$ cat src/pkg/sync_tx_regs.vh
`ifndef SYNC_TX_REGS_VH
`define SYNC_TX_REGS_VH
// register addresses
`define ADDR_TX_STATUS_CONTROL 8'h00
`define ADDR_RX_STATUS_CONTROL 8'h01
`define ADDR_TX_HOLDING 8'h02
`define ADDR_BAUD_DIVISOR 8'h03
`define ADDR_IRQ_FLAG 8'h04
`define ADDR_IRQ_ENABLE 8'h05
`define ADDR_RX_DATA 8'h06
// transmit status/control fields
`define TXC_CLOCK_SOURCE 7
`define TXC_NINTH_SELECT 6
`define TXC_TX_ENABLE 5
`define TXC_SYNC_MODE 4
`define TXC_SHIFT_EMPTY 1
`define TXC_NINTH_VALUE 0
// receive status/control fields
`define RXC_PORT_ENABLE 7
`define RXC_SINGLE_RX 5
`define RXC_CONT_RX 4
// flag and enable fields
`define IRQ_TX_FLAG 1
`define IRQ_RX_FLAG 0
// reset values
`define RST_TX_STATUS_CONTROL 8'h02
`define RST_RX_STATUS_CONTROL 8'h00
`define RST_BAUD_DIVISOR 8'h00
`endif

$ cat src/hdl/sync_tx_bitsync.v
`timescale 1ns/1ps
`default_nettype none
// ----------------------------------------
// two-flop synchroniser
// ----------------------------------------
module sync_tx_bitsync
(
    input wire core_clk,
    input wire reset_n,
    input wire async_in,
    output reg sync_out
);
reg meta_r;
always @(posedge core_clk or negedge reset_n)
begin
    if (!reset_n)
    begin
        meta_r <= 1'b0;
        sync_out <= 1'b0;
    end
    else
    begin
        meta_r <= async_in;
        sync_out <= meta_r;
    end
end
endmodule
`default_nettype wire

$ cat src/hdl/usart_sync_master_tx.v
// Summary of operation
// - never transmit and receive at once; each direction inhibits the other
// - sync mode bit 4 of transmit control selects synchronous operation
// - port enable bit 7 of receive control claims clock and data pins
// - clock source bit 7 of transmit control makes us master driving clock
// - shift register reloads only after the last bit, at once if data waits
// - transfer at end of baud cycle empties buffer and sets flag bit 1
// - transmit flag sets regardless of its enable; enable only gates request
// - transmit flag ignores software writes; clears only on buffer write
// - shift empty status bit 1 is read only, no interrupt
// - shift register is not reachable through the register map
// - transmit enable bit 5 allows sending; nothing shifts until buffer loaded
// - data changes on rising clock edge, stable around falling edge
// - baud generator held in reset while all enables clear
// - clearing transmit enable aborts, resets transmitter, floats data pin, and clock pin unless a receive enable is set
// - receive enable aborts send, floats data, keeps master clock, no reset
// - single receive clears itself after one word; it samples only while transmit enable is clear
// - ninth bit captured from bit 0 at transfer when nine-bit selected
// - clearing port enable or transmit enable resets transmit logic
`include "sync_tx_regs.vh"
`timescale 1ns/1ps
`default_nettype none
module usart_sync_master_tx
(
    input wire core_clk,
    input wire reset_n,
    input wire [7:0] reg_addr,
    input wire [7:0] reg_wdata,
    input wire reg_wr,
    input wire reg_rd,
    output reg [7:0] reg_rdata,
    input wire shift_strobe_line_in,
    output reg shift_strobe_line_out,
    output reg shift_strobe_line_oe,
    input wire serial_data_line_in,
    output reg serial_data_line_out,
    output reg serial_data_line_oe,
    output reg transmit_irq_request
);
// ----------------------------------------
// registers
// ----------------------------------------
reg clock_source_select_r;
reg ninth_bit_transmit_select_r;
reg transmit_enable_r;
reg sync_mode_r;
reg ninth_transmit_bit_value_r;
reg serial_port_enable_r;
reg single_receive_enable_r;
reg continuous_receive_enable_r;
reg [7:0] baud_divisor_r;
reg transmit_interrupt_enable_r;
reg [7:0] transmit_holding_buffer_r;
reg holding_full_r;
reg [8:0] transmit_shift_register_r;
reg [3:0] bits_left_r;
reg [7:0] rx_shift_r;
reg [3:0] rx_count_r;
reg [7:0] rx_data_r;
reg rx_flag_r;
reg [7:0] baud_cnt_r;
reg phase_r;
wire data_sync;
wire clk_sync;
// ----------------------------------------
// pin input synchronisers
// ----------------------------------------
sync_tx_bitsync u_data_sync
(
    .core_clk(core_clk),
    .reset_n(reset_n),
    .async_in(serial_data_line_in),
    .sync_out(data_sync)
);
sync_tx_bitsync u_clk_sync
(
    .core_clk(core_clk),
    .reset_n(reset_n),
    .async_in(shift_strobe_line_in),
    .sync_out(clk_sync)
);
// ----------------------------------------
// mode decode
// ----------------------------------------
wire receiving = continuous_receive_enable_r | single_receive_enable_r;
wire master = sync_mode_r & serial_port_enable_r & clock_source_select_r;
wire tx_reset = ~transmit_enable_r | ~serial_port_enable_r;
wire baud_run = transmit_enable_r | receiving;
wire baud_tick = baud_run & (baud_cnt_r == 8'h00);
// clock output is ~phase_r, so phase going 1 to 0 is its rising edge
wire rise_tick = baud_tick & phase_r;
wire fall_tick = baud_tick & ~phase_r;
wire tx_active = ~tx_reset & ~receiving & master;
// ----------------------------------------
// transmit sequencing
// ----------------------------------------
wire shift_empty = (bits_left_r == 4'h0);
wire last_bit = (bits_left_r == 4'h1);
wire shift_done = shift_empty | last_bit;
wire load_now = tx_active & rise_tick & shift_done & holding_full_r;
wire shift_now = tx_active & rise_tick & ~shift_done;
wire end_now = tx_active & rise_tick & last_bit & ~holding_full_r;
wire hold_write = reg_wr & (reg_addr == `ADDR_TX_HOLDING);
wire rx_sample = master & receiving & ~transmit_enable_r & fall_tick;
wire [3:0] rx_bits = 4'h8;
// ----------------------------------------
// baud generator
// ----------------------------------------
always @(posedge core_clk or negedge reset_n)
begin
    if (!reset_n)
    begin
        baud_cnt_r <= 8'h00;
        phase_r <= 1'b0;
    end
    else if (!baud_run)
    begin
        baud_cnt_r <= 8'h00;
        phase_r <= 1'b0;
    end
    else if (baud_cnt_r == 8'h00)
    begin
        baud_cnt_r <= baud_divisor_r;
        phase_r <= ~phase_r;
    end
    else
    begin
        baud_cnt_r <= baud_cnt_r - 8'h01;
    end
end
// ----------------------------------------
// control registers and bus
// ----------------------------------------
always @(posedge core_clk or negedge reset_n)
begin
    if (!reset_n)
    begin
        clock_source_select_r <= 1'b0;
        ninth_bit_transmit_select_r <= 1'b0;
        transmit_enable_r <= 1'b0;
        sync_mode_r <= 1'b0;
        ninth_transmit_bit_value_r <= 1'b0;
        serial_port_enable_r <= 1'b0;
        single_receive_enable_r <= 1'b0;
        continuous_receive_enable_r <= 1'b0;
        baud_divisor_r <= `RST_BAUD_DIVISOR;
        transmit_interrupt_enable_r <= 1'b0;
        reg_rdata <= 8'h00;
    end
    else
    begin
        if (reg_wr && reg_addr == `ADDR_TX_STATUS_CONTROL)
        begin
            clock_source_select_r <= reg_wdata[`TXC_CLOCK_SOURCE];
            ninth_bit_transmit_select_r <= reg_wdata[`TXC_NINTH_SELECT];
            transmit_enable_r <= reg_wdata[`TXC_TX_ENABLE];
            sync_mode_r <= reg_wdata[`TXC_SYNC_MODE];
            ninth_transmit_bit_value_r <= reg_wdata[`TXC_NINTH_VALUE];
        end
        if (reg_wr && reg_addr == `ADDR_RX_STATUS_CONTROL)
        begin
            serial_port_enable_r <= reg_wdata[`RXC_PORT_ENABLE];
            single_receive_enable_r <= reg_wdata[`RXC_SINGLE_RX];
            continuous_receive_enable_r <= reg_wdata[`RXC_CONT_RX];
        end
        else if (rx_sample && rx_count_r == rx_bits - 4'h1)
        begin
            single_receive_enable_r <= 1'b0;
        end
        if (reg_wr && reg_addr == `ADDR_BAUD_DIVISOR)
        begin
            baud_divisor_r <= reg_wdata;
        end
        if (reg_wr && reg_addr == `ADDR_IRQ_ENABLE)
        begin
            transmit_interrupt_enable_r <= reg_wdata[`IRQ_TX_FLAG];
        end
        reg_rdata <= 8'h00;
        if (reg_rd)
        begin
            case (reg_addr)
                `ADDR_TX_STATUS_CONTROL:
                    reg_rdata <= {clock_source_select_r, ninth_bit_transmit_select_r, transmit_enable_r,
                                  sync_mode_r, 2'b00, shift_empty, ninth_transmit_bit_value_r};
                `ADDR_RX_STATUS_CONTROL:
                    reg_rdata <= {serial_port_enable_r, 1'b0, single_receive_enable_r,
                                  continuous_receive_enable_r, 4'h0};
                `ADDR_BAUD_DIVISOR:
                    reg_rdata <= baud_divisor_r;
                `ADDR_IRQ_FLAG:
                    reg_rdata <= {6'h00, ~holding_full_r, rx_flag_r};
                `ADDR_IRQ_ENABLE:
                    reg_rdata <= {6'h00, transmit_interrupt_enable_r, 1'b0};
                `ADDR_RX_DATA:
                    reg_rdata <= rx_data_r;
                default:
                    reg_rdata <= 8'h00; // holding buffer and shift register read as zero
            endcase
        end
    end
end
// ----------------------------------------
// transmit holding buffer
// ----------------------------------------
always @(posedge core_clk or negedge reset_n)
begin
    if (!reset_n)
    begin
        transmit_holding_buffer_r <= 8'h00;
        holding_full_r <= 1'b0;
    end
    else
    begin
        // flag is empty buffer: a write clears it, transfer sets it
        if (hold_write)
        begin
            transmit_holding_buffer_r <= reg_wdata;
            holding_full_r <= 1'b1;
        end
        else if (load_now)
        begin
            holding_full_r <= 1'b0;
        end
    end
end
// ----------------------------------------
// transmit shift register
// ----------------------------------------
always @(posedge core_clk or negedge reset_n)
begin
    if (!reset_n)
    begin
        transmit_shift_register_r <= 9'h000;
        bits_left_r <= 4'h0;
    end
    else if (tx_reset)
    begin
        bits_left_r <= 4'h0;
    end
    else if (load_now)
    begin
        transmit_shift_register_r <= {ninth_transmit_bit_value_r, transmit_holding_buffer_r};
        bits_left_r <= ninth_bit_transmit_select_r ? 4'h9 : 4'h8;
    end
    else if (shift_now)
    begin
        transmit_shift_register_r <= {1'b0, transmit_shift_register_r[8:1]};
        bits_left_r <= bits_left_r - 4'h1;
    end
    else if (end_now)
    begin
        bits_left_r <= 4'h0; // last bit done with nothing waiting
    end
end
// ----------------------------------------
// receive path for half-duplex interplay
// ----------------------------------------
always @(posedge core_clk or negedge reset_n)
begin
    if (!reset_n)
    begin
        rx_shift_r <= 8'h00;
        rx_count_r <= 4'h0;
        rx_data_r <= 8'h00;
        rx_flag_r <= 1'b0;
    end
    else
    begin
        if (!receiving)
        begin
            rx_count_r <= 4'h0;
        end
        else if (rx_sample)
        begin
            rx_shift_r <= {data_sync, rx_shift_r[7:1]};
            rx_count_r <= (rx_count_r == rx_bits - 4'h1) ? 4'h0 : rx_count_r + 4'h1;
        end
        if (rx_sample && rx_count_r == rx_bits - 4'h1)
        begin
            rx_data_r <= {data_sync, rx_shift_r[7:1]};
            rx_flag_r <= 1'b1;
        end
        else if (reg_rd && reg_addr == `ADDR_RX_DATA)
        begin
            rx_flag_r <= 1'b0;
        end
    end
end
// ----------------------------------------
// clock pin drive
// ----------------------------------------
always @(posedge core_clk or negedge reset_n)
begin
    if (!reset_n)
    begin
        shift_strobe_line_out <= 1'b1;
        shift_strobe_line_oe <= 1'b0;
    end
    else
    begin
        shift_strobe_line_oe <= master & baud_run & (transmit_enable_r | receiving);
        // starts high like the idle line, so the first tick is a falling edge
        shift_strobe_line_out <= baud_run ? ~phase_r : clk_sync;
    end
end
// ----------------------------------------
// data pin drive
// ----------------------------------------
always @(posedge core_clk or negedge reset_n)
begin
    if (!reset_n)
    begin
        serial_data_line_out <= 1'b0;
        serial_data_line_oe <= 1'b0;
    end
    else
    begin
        // data drive follows transmit state; it updates on the rising clock phase
        serial_data_line_oe <= tx_active;
        if (load_now)
        begin
            serial_data_line_out <= transmit_holding_buffer_r[0];
        end
        else if (shift_now)
        begin
            serial_data_line_out <= transmit_shift_register_r[1];
        end
    end
end
// ----------------------------------------
// transmit request
// ----------------------------------------
always @(posedge core_clk or negedge reset_n)
begin
    if (!reset_n)
    begin
        transmit_irq_request <= 1'b0;
    end
    else
    begin
        transmit_irq_request <= ~holding_full_r & transmit_interrupt_enable_r;
    end
end
endmodule
`default_nettype wire

$ cat config.mk
export PLATFORM = sky130hd
export DESIGN_NAME = usart_sync_master_tx
export DESIGN_NICKNAME = d
export VERILOG_FILES = /design/src/hdl/sync_tx_bitsync.v /design/src/hdl/usart_sync_master_tx.v
export VERILOG_INCLUDE_DIRS = /design/src /design/src/pkg
export SDC_FILE = /design/constraint.sdc
export NUM_CORES = 1
export LEC_CHECK = 0
export ABC_AREA = 0
export CAP_MARGIN = 40
export CELL_PAD_IN_SITES_DETAIL_PLACEMENT = 0
export CELL_PAD_IN_SITES_GLOBAL_PLACEMENT = 1
export CORE_MARGIN = 4
export CORE_UTILIZATION = 30
export CTS_BUF_LIST = sky130_fd_sc_hd__clkbuf_4
export DETAILED_ROUTE_END_ITERATION = 8
export DONT_BUFFER_PORTS = 1
export GPL_ROUTABILITY_DRIVEN = 0
export GPL_TIMING_DRIVEN = 0
export PLACE_DENSITY = 0.64
export SLEW_MARGIN = 20
export SYNTH_ARGS = -nofsm -noshare
export SYNTH_HDL_FRONTEND = slang
export SYNTH_SLANG_ARGS = --single-unit
export TNS_END_PERCENT = 1
$ cat constraint.sdc
create_clock -name core_clk -period 1.8 [get_ports core_clk]
set_input_delay 0.36 -clock core_clk [delete_from_list [all_inputs] [get_ports core_clk]]
set_output_delay 0.36 -clock core_clk [all_outputs]
set_load 0.05 [all_outputs]
==> results of run 1 <==
[power by group through the flow]
| stage | Combinational (mW) | Sequential (mW) | Clock (mW) |
|---|---|---|---|
| after global routing | 0.716 | 2.29 | 1.22 |
| final | 0.636 | 2.27 | 1.10 |
| after CTS | 0.590 | 2.26 | 1.15 |
| after detailed placement | 0.489 | 2.30 | 0 |
| after global placement | 0.477 | 2.29 | 0 |
| after floorplan | 0.414 | 2.25 | 0 |
[cells in the mapped netlist (2+ instances only)]
library cell and number:
a211oi_1 8, a21oi_1 8, a22o_1 3, a22oi_1 5, a2bb2oi_1 8, a311oi_1 2
a31oi_1 3, and3_1 3, buf_2 2, clkbuf_1 10, dfrtp_1 83, ha_1 6
inv_1 9, mux2_2 44, mux2i_1 3, nand2_1 10, nand2b_1 2, nand3_1 9
nand3b_1 3, nand4b_1 2, nor2_1 27, nor2_2 2, nor2b_1 4, nor3_1 6
nor3b_1 5, o21ai_0 9, o22ai_1 8, o31ai_1 3, o32ai_1 3, or2_2 3
or3_1 2, or4_1 3, xnor2_1 2, xor2_1 2
[path summary, 6_finish.rpt]
path	to	slack (ps)
hold / removal	serial_data_line_out$_DFFE_PN0P_	-400
min in group core_clk	baud_divisor_r[2]$_DFFE_PN0P_	60
hold reg to reg	u_data_sync.sync_out$_DFF_PN0_	360
max in group asynchronous	shift_strobe_line_out$_DFF_PN1_	1970
setup / recovery	rx_data_r[3]$_DFFE_PN0P_	-110
setup reg to reg	rx_data_r[3]$_DFFE_PN0P_	-110
[routing by layer]
layer	vias to the layer above	global-route usage
met2	46	0.201
met5	-	0
met1	1332	0.167
met4	0	0.0347
li1	1230	-
met3	10	0.0359
[logic make-up after synthesis]
family | count (synthesis) | synth area share
adder cells (fa/ha/maj) | 6 | 0.0196
XOR/XNOR | 4 | 0.00914
AND/OR/NAND/NOR | 94 | 0.147
multiplexers | 47 | 0.137
flip-flops | 84 | 0.548
buffers and inverters | 22 | 0.0222
AO/OA/AOI/OAI | 64 | 0.117
[sequential cells by signal (all words and copies together), names as in the netlist, 4 cells and up]
name and flops:
reg_rdata 8, rx_data_r 8, transmit_holding_buffer_r 8, baud_cnt_r 8
baud_divisor_r 8, bits_left_r 4, rx_count_r 4, rx_shift_r 7
transmit_shift_register_r 8
[layout make-up]
type,instances,area share
Multi-Input combinational cell,215,0.396
Tap cell,172,0.0489
Sequential cell,84,0.478
Inverter,9,0.00768
Timing Repair Buffer,11,0.0230
Clock buffer,10,0.0171
Buffer,13,0.0148
Clock inverter,6,0.0142
[stage by stage]
step	setup slack (ps)	utilization
6_report	-111	0.350
5_1_grt	-204	0.350
4_1_cts	-143	0.343
3_5_place_dp	-385	0.323
3_3_place_gp	-334	0.323
2_1_floorplan	-52.1	-
[what timing repair did]
item / CTS / global route
hold endpoints to repair: 86 / 84
pin swaps: 4 / 2
gates resized for setup: 9 / 21
endpoints found under the setup margin: 42 / 40
buffers inserted: 7 / 1
==> results.sh, run 1 <==
export IMPL_status="finished, violations left"
export IMPL_violations="negative hold slack, negative setup slack"
export IMPL_synth_top_area_frac=0.542
export IMPL_cp_slowest_cell="dfrtp_1"
export IMPL_switching_share=0.292
export IMPL_grt_max_degree=85
export IMPL_drtPass1Iterations=4
export IMPL_total_power_mw=4.00
export IMPL_final_cell_mix="dfrtp_1 (83), mux2_2 (43), nor2_1 (26)"
export IMPL_crit_path_end_kind="flip-flop"
export IMPL_postCtsHoldBufs=2
export IMPL_power_leakage_nw=1.95
export IMPL_rows=41
export IMPL_rr_worst_depth=8
export IMPL_area_delta_synth_final_pct=14.7
export IMPL_core_area_um2=12600
export IMPL_final_nets=371
export IMPL_power_share_clock=0.275
export IMPL_fin_worst_skew_ps=20.1
export IMPL_ys_dominant_reg_cell="dfrtp_1"
export IMPL_n_fill_cell=1272
export IMPL_clk_path_buf_depth=2
export IMPL_final_setup_tns_ps=-1600
export IMPL_place_inst=494
export IMPL_final_common_cell="dfrtp_1"
export IMPL_drt_met1_wl_um=4040
export IMPL_routedWlPerCell_um=16.5
export IMPL_grt_ovfl_total=0
export IMPL_drtAntennaViolNets=0
export IMPL_start_util=0.305
export IMPL_fin_area_um2=4400
export IMPL_yosysSeqAreaShare=0.548
export IMPL_cts_clk_slew_worst_paths_ps=140
export IMPL_p_int_mw=2.83
export IMPL_drt_iter0_markers=140
export IMPL_first_global_vias=2710
export IMPL_crit_start="baud_cnt_r[0]$_DFF_PN0_"
export IMPL_worstPathRequired_ps=2120
export IMPL_post_dp_hpwl_um=6060
export IMPL_drv_slew=0
export IMPL_combPwrFrac=0.159
export IMPL_ys_async_sr_fraction=1.00
export IMPL_whs_ps=-402
export IMPL_reg2reg_from="baud_cnt_r[0]$_DFF_PN0_"
export IMPL_final_hold_violation_count=84
export IMPL_met3WireLength_um=359
export IMPL_clock_sinks=84
export IMPL_port_buffers=0
export IMPL_cts_buffers=9
export IMPL_cts_tree="yes"
export IMPL_io_pins=35
export IMPL_fin_ws_ps=-111
export IMPL_synth_area_um2=3830
export IMPL_p_sw_mw=1.17
export IMPL_cp_cell_sequence="inv_2, ha_1, nor3b_4, buf_6, nand4b_4, nor3_4, buf_12, mux2_2"
export IMPL_top_layer="met4"
export IMPL_wl_met2_um=4080
export IMPL_ff_latch_area_um2=2100
export IMPL_clock_latency_ps=440
export IMPL_slowest_delay_ps=420
export IMPL_place_area_um2=4060
export IMPL_syn_nets=349
export IMPL_power_density_nw_per_um2=909
export IMPL_irDropWorstVdd_uv=499
export IMPL_synth_cell_types=53
export IMPL_path_buf_inv=3
export IMPL_diodes=0
export IMPL_vias=2618
export IMPL_period_share=1.06
export IMPL_die_y_um=121
export IMPL_die_w_um=121
export IMPL_antenna_found_initial=0
export IMPL_drc_errors=0
export IMPL_syn_area_per_cell_um2=11.9
export IMPL_crit_fanout=9
export IMPL_synth_cells=321
export IMPL_via_per_inst=5.03
export IMPL_max_freq_mhz=523
export IMPL_htree_levels=3
export IMPL_crit_arrival_ps=2230
export IMPL_rsz0062_at_grt="true"
export IMPL_synth_top_cell_by_area="dfrtp_1"
export IMPL_period_minus_slack_ps=1910
export IMPL_multiInputGateArea_um2=1740
export IMPL_drive_above_1_share=0.299
export IMPL_crit_family="simple AND/OR/NAND/NOR gates"
export IMPL_critical_path_class="flip-flop to flip-flop"
export IMPL_ys_top_cells_by_area="dfrtp_1 (54%), mux2_2 (13%), nor2_1 (2.6%)"
export IMPL_layoutNonFillerInstCount=520
export IMPL_die_area_um2=14700
export IMPL_path_depth=8
export IMPL_finalSetupViolCount=19
export IMPL_p_seq_frac=0.566
export IMPL_start_kind="flip-flop"
export IMPL_drv_cap=0
export IMPL_root_buffer="clkbuf_4"
export IMPL_hold_path_class="input port to asynchronous set/reset pin"
export IMPL_slew_headroom=0.646
export IMPL_yosysWarnings=0
export IMPL_grt_usage=0.126
export IMPL_synth_edf_count=0
export IMPL_synth_seq_cells=84
export IMPL_grt_pass1_wl_um=14200
export IMPL_tightest_slew_ps=527
export IMPL_finalWirelength_um=8600
Note: power is estimated with default switching activity, not from simulation.
==> run 2: changes to the inputs <==
- CELL_PAD_IN_SITES_DETAIL_PLACEMENT: 0 -> 1
- PLACE_DENSITY: 0.64 -> 0.52
==> results.sh, run 2 (synthesized netlist as in run 1, its figures left out) <==
export IMPL_start_util=0.305
export IMPL_combPwrFrac=0.199
export IMPL_final_common_cell="dfrtp_1"
export IMPL_area_delta_synth_final_pct=22.1
export IMPL_place_inst=493
export IMPL_power_leakage_nw=2.06
export IMPL_clock_latency_ps=460
export IMPL_port_buffers=0
export IMPL_drv_slew=0
export IMPL_power_density_nw_per_um2=941
export IMPL_tightest_slew_ps=613
export IMPL_post_dp_hpwl_um=6690
export IMPL_violations="negative hold slack, negative setup slack"
export IMPL_postCtsHoldBufs=9
export IMPL_power_share_clock=0.285
export IMPL_rows=41
export IMPL_cts_tree="yes"
export IMPL_n_fill_cell=1360
export IMPL_period_minus_slack_ps=1950
export IMPL_clk_path_buf_depth=2
export IMPL_cts_clk_slew_worst_paths_ps=140
export IMPL_ff_latch_area_um2=2110
export IMPL_p_seq_frac=0.516
export IMPL_finalWirelength_um=10200
export IMPL_crit_start="baud_cnt_r[0]$_DFF_PN0_"
export IMPL_total_power_mw=4.41
export IMPL_clock_sinks=84
export IMPL_worstPathRequired_ps=2180
export IMPL_p_int_mw=3.11
export IMPL_io_pins=35
export IMPL_drtPass1Iterations=4
export IMPL_drt_iter0_markers=121
export IMPL_multiInputGateArea_um2=1810
export IMPL_root_buffer="clkbuf_4"
export IMPL_reg2reg_from="baud_cnt_r[0]$_DFF_PN0_"
export IMPL_grt_max_degree=85
export IMPL_place_area_um2=4060
export IMPL_crit_arrival_ps=2320
export IMPL_switching_share=0.295
export IMPL_grt_usage=0.149
export IMPL_drive_above_1_share=0.329
export IMPL_final_hold_violation_count=84
export IMPL_htree_levels=3
export IMPL_core_area_um2=12600
export IMPL_slew_headroom=0.588
export IMPL_die_area_um2=14700
export IMPL_p_sw_mw=1.30
export IMPL_layoutNonFillerInstCount=540
export IMPL_irDropWorstVdd_uv=398
export IMPL_utilization=0.373
export IMPL_antenna_found_initial=0
export IMPL_drv_cap=0
export IMPL_fin_worst_skew_ps=17.3
export IMPL_diodes=0
export IMPL_status="finished, violations left"
export IMPL_via_per_inst=5.01
export IMPL_vias=2705
export IMPL_first_global_vias=2938
export IMPL_die_w_um=121
export IMPL_die_y_um=121
export IMPL_drtAntennaViolNets=0
export IMPL_hold_path_class="input port to asynchronous set/reset pin"
export IMPL_grt_ovfl_total=0
export IMPL_whs_ps=-430
export IMPL_crit_path_end_kind="flip-flop"
export IMPL_final_nets=391
export IMPL_finalSetupViolCount=25
export IMPL_cts_buffers=9
export IMPL_routedWlPerCell_um=18.9
export IMPL_final_cell_mix="dfrtp_1 (81), mux2_2 (35), nor2_1 (26)"
export IMPL_critical_path_class="flip-flop to flip-flop"
export IMPL_rsz0062_at_grt="true"
export IMPL_grt_pass1_wl_um=16600
export IMPL_period_share=1.08
export IMPL_max_freq_mhz=513
export IMPL_fin_ws_ps=-148
export IMPL_start_kind="flip-flop"
export IMPL_drc_errors=0
export IMPL_fin_area_um2=4680
export IMPL_crit_fanout=3
## run 2: cell types whose count changed in the layout (fill, tap and decap cells not counted), sizes merged
cell         change
dlygate4sd3      +7
buf             +12
inv              -1
clkbuf           +1
clkinvlp         -2
clkinv           +2
bufinv           +1
## run 2: path summary, 6_finish.rpt
| path | endpoint | slack, ps | cells after the start |
|---|---|---|---|
| min in group core_clk | baud_divisor_r[1]$_DFFE_PN0P_ | 40 | 1 |
| worst max-delay path | baud_cnt_r[7]$_DFF_PN0_ | -150 | 5 |
| worst min-delay path | reg_rdata[6]$_DFF_PN0_ | -430 | 0 |
| worst max register to register | baud_cnt_r[7]$_DFF_PN0_ | -150 | 5 |
| max in group asynchronous | shift_strobe_line_out$_DFF_PN1_ | 1970 | 0 |
| worst min register to register | u_clk_sync.sync_out$_DFF_PN0_ | 370 | 0 |
## run 2: metrics by stage
step / setup TNS [ps] / worst slack, ps
floorplan: -637 / -52.1
finish: -1890 / -148
CTS: -1870 / -161
global placement: -17240 / -419
detailed placement: -16400 / -377
global route: -5340 / -237
## run 2: timing repair
item                       in CTS  in global routing
hold endpoints to repair       97                 84
resized for setup              26                 21
setup endpoints to repair      42                 44
pin swaps                       8                  2
gates cloned                    1                  0
buffers inserted               20                  1
## run 2: layout make-up
| class | count | area share |
|---|---|---|
| multi-input combinational | 215 | 0.387 |
| sequential | 84 | 0.450 |
| buffer | 13 | 0.0139 |
| clock inverter | 6 | 0.0168 |
| clock buffer | 10 | 0.0160 |
| timing repair buffer | 31 | 0.0631 |
| tap | 172 | 0.0460 |
| inverter | 9 | 0.00722 |
## run 2: power groups by stage
stage | Sequential [mW] | Combinational, mW | Clock (mW)
5_1_grt | 2.30 | 0.961 | 1.37
3_5_place_dp | 2.30 | 0.499 | 0
3_3_place_gp | 2.30 | 0.487 | 0
6_report | 2.27 | 0.877 | 1.26
2_1_floorplan | 2.25 | 0.414 | 0
4_1_cts | 2.26 | 0.809 | 1.30
## run 2: per-layer routing
layer	wire (µm)	up-vias	GRT usage
met2	4930	30	0.240
met1	4830	1392	0.196
met5	0	-	0
met3	237	12	0.0317
met4	198	0	0.0595
li1	-	1271	-
## run 2: critical path, cell delays in order (launching register included)
cell	delay [ps]
dfrtp_1	420
buf_4	150
or4_2	720
nor4_2	270
a211oi_1	110
nor3b_1	210
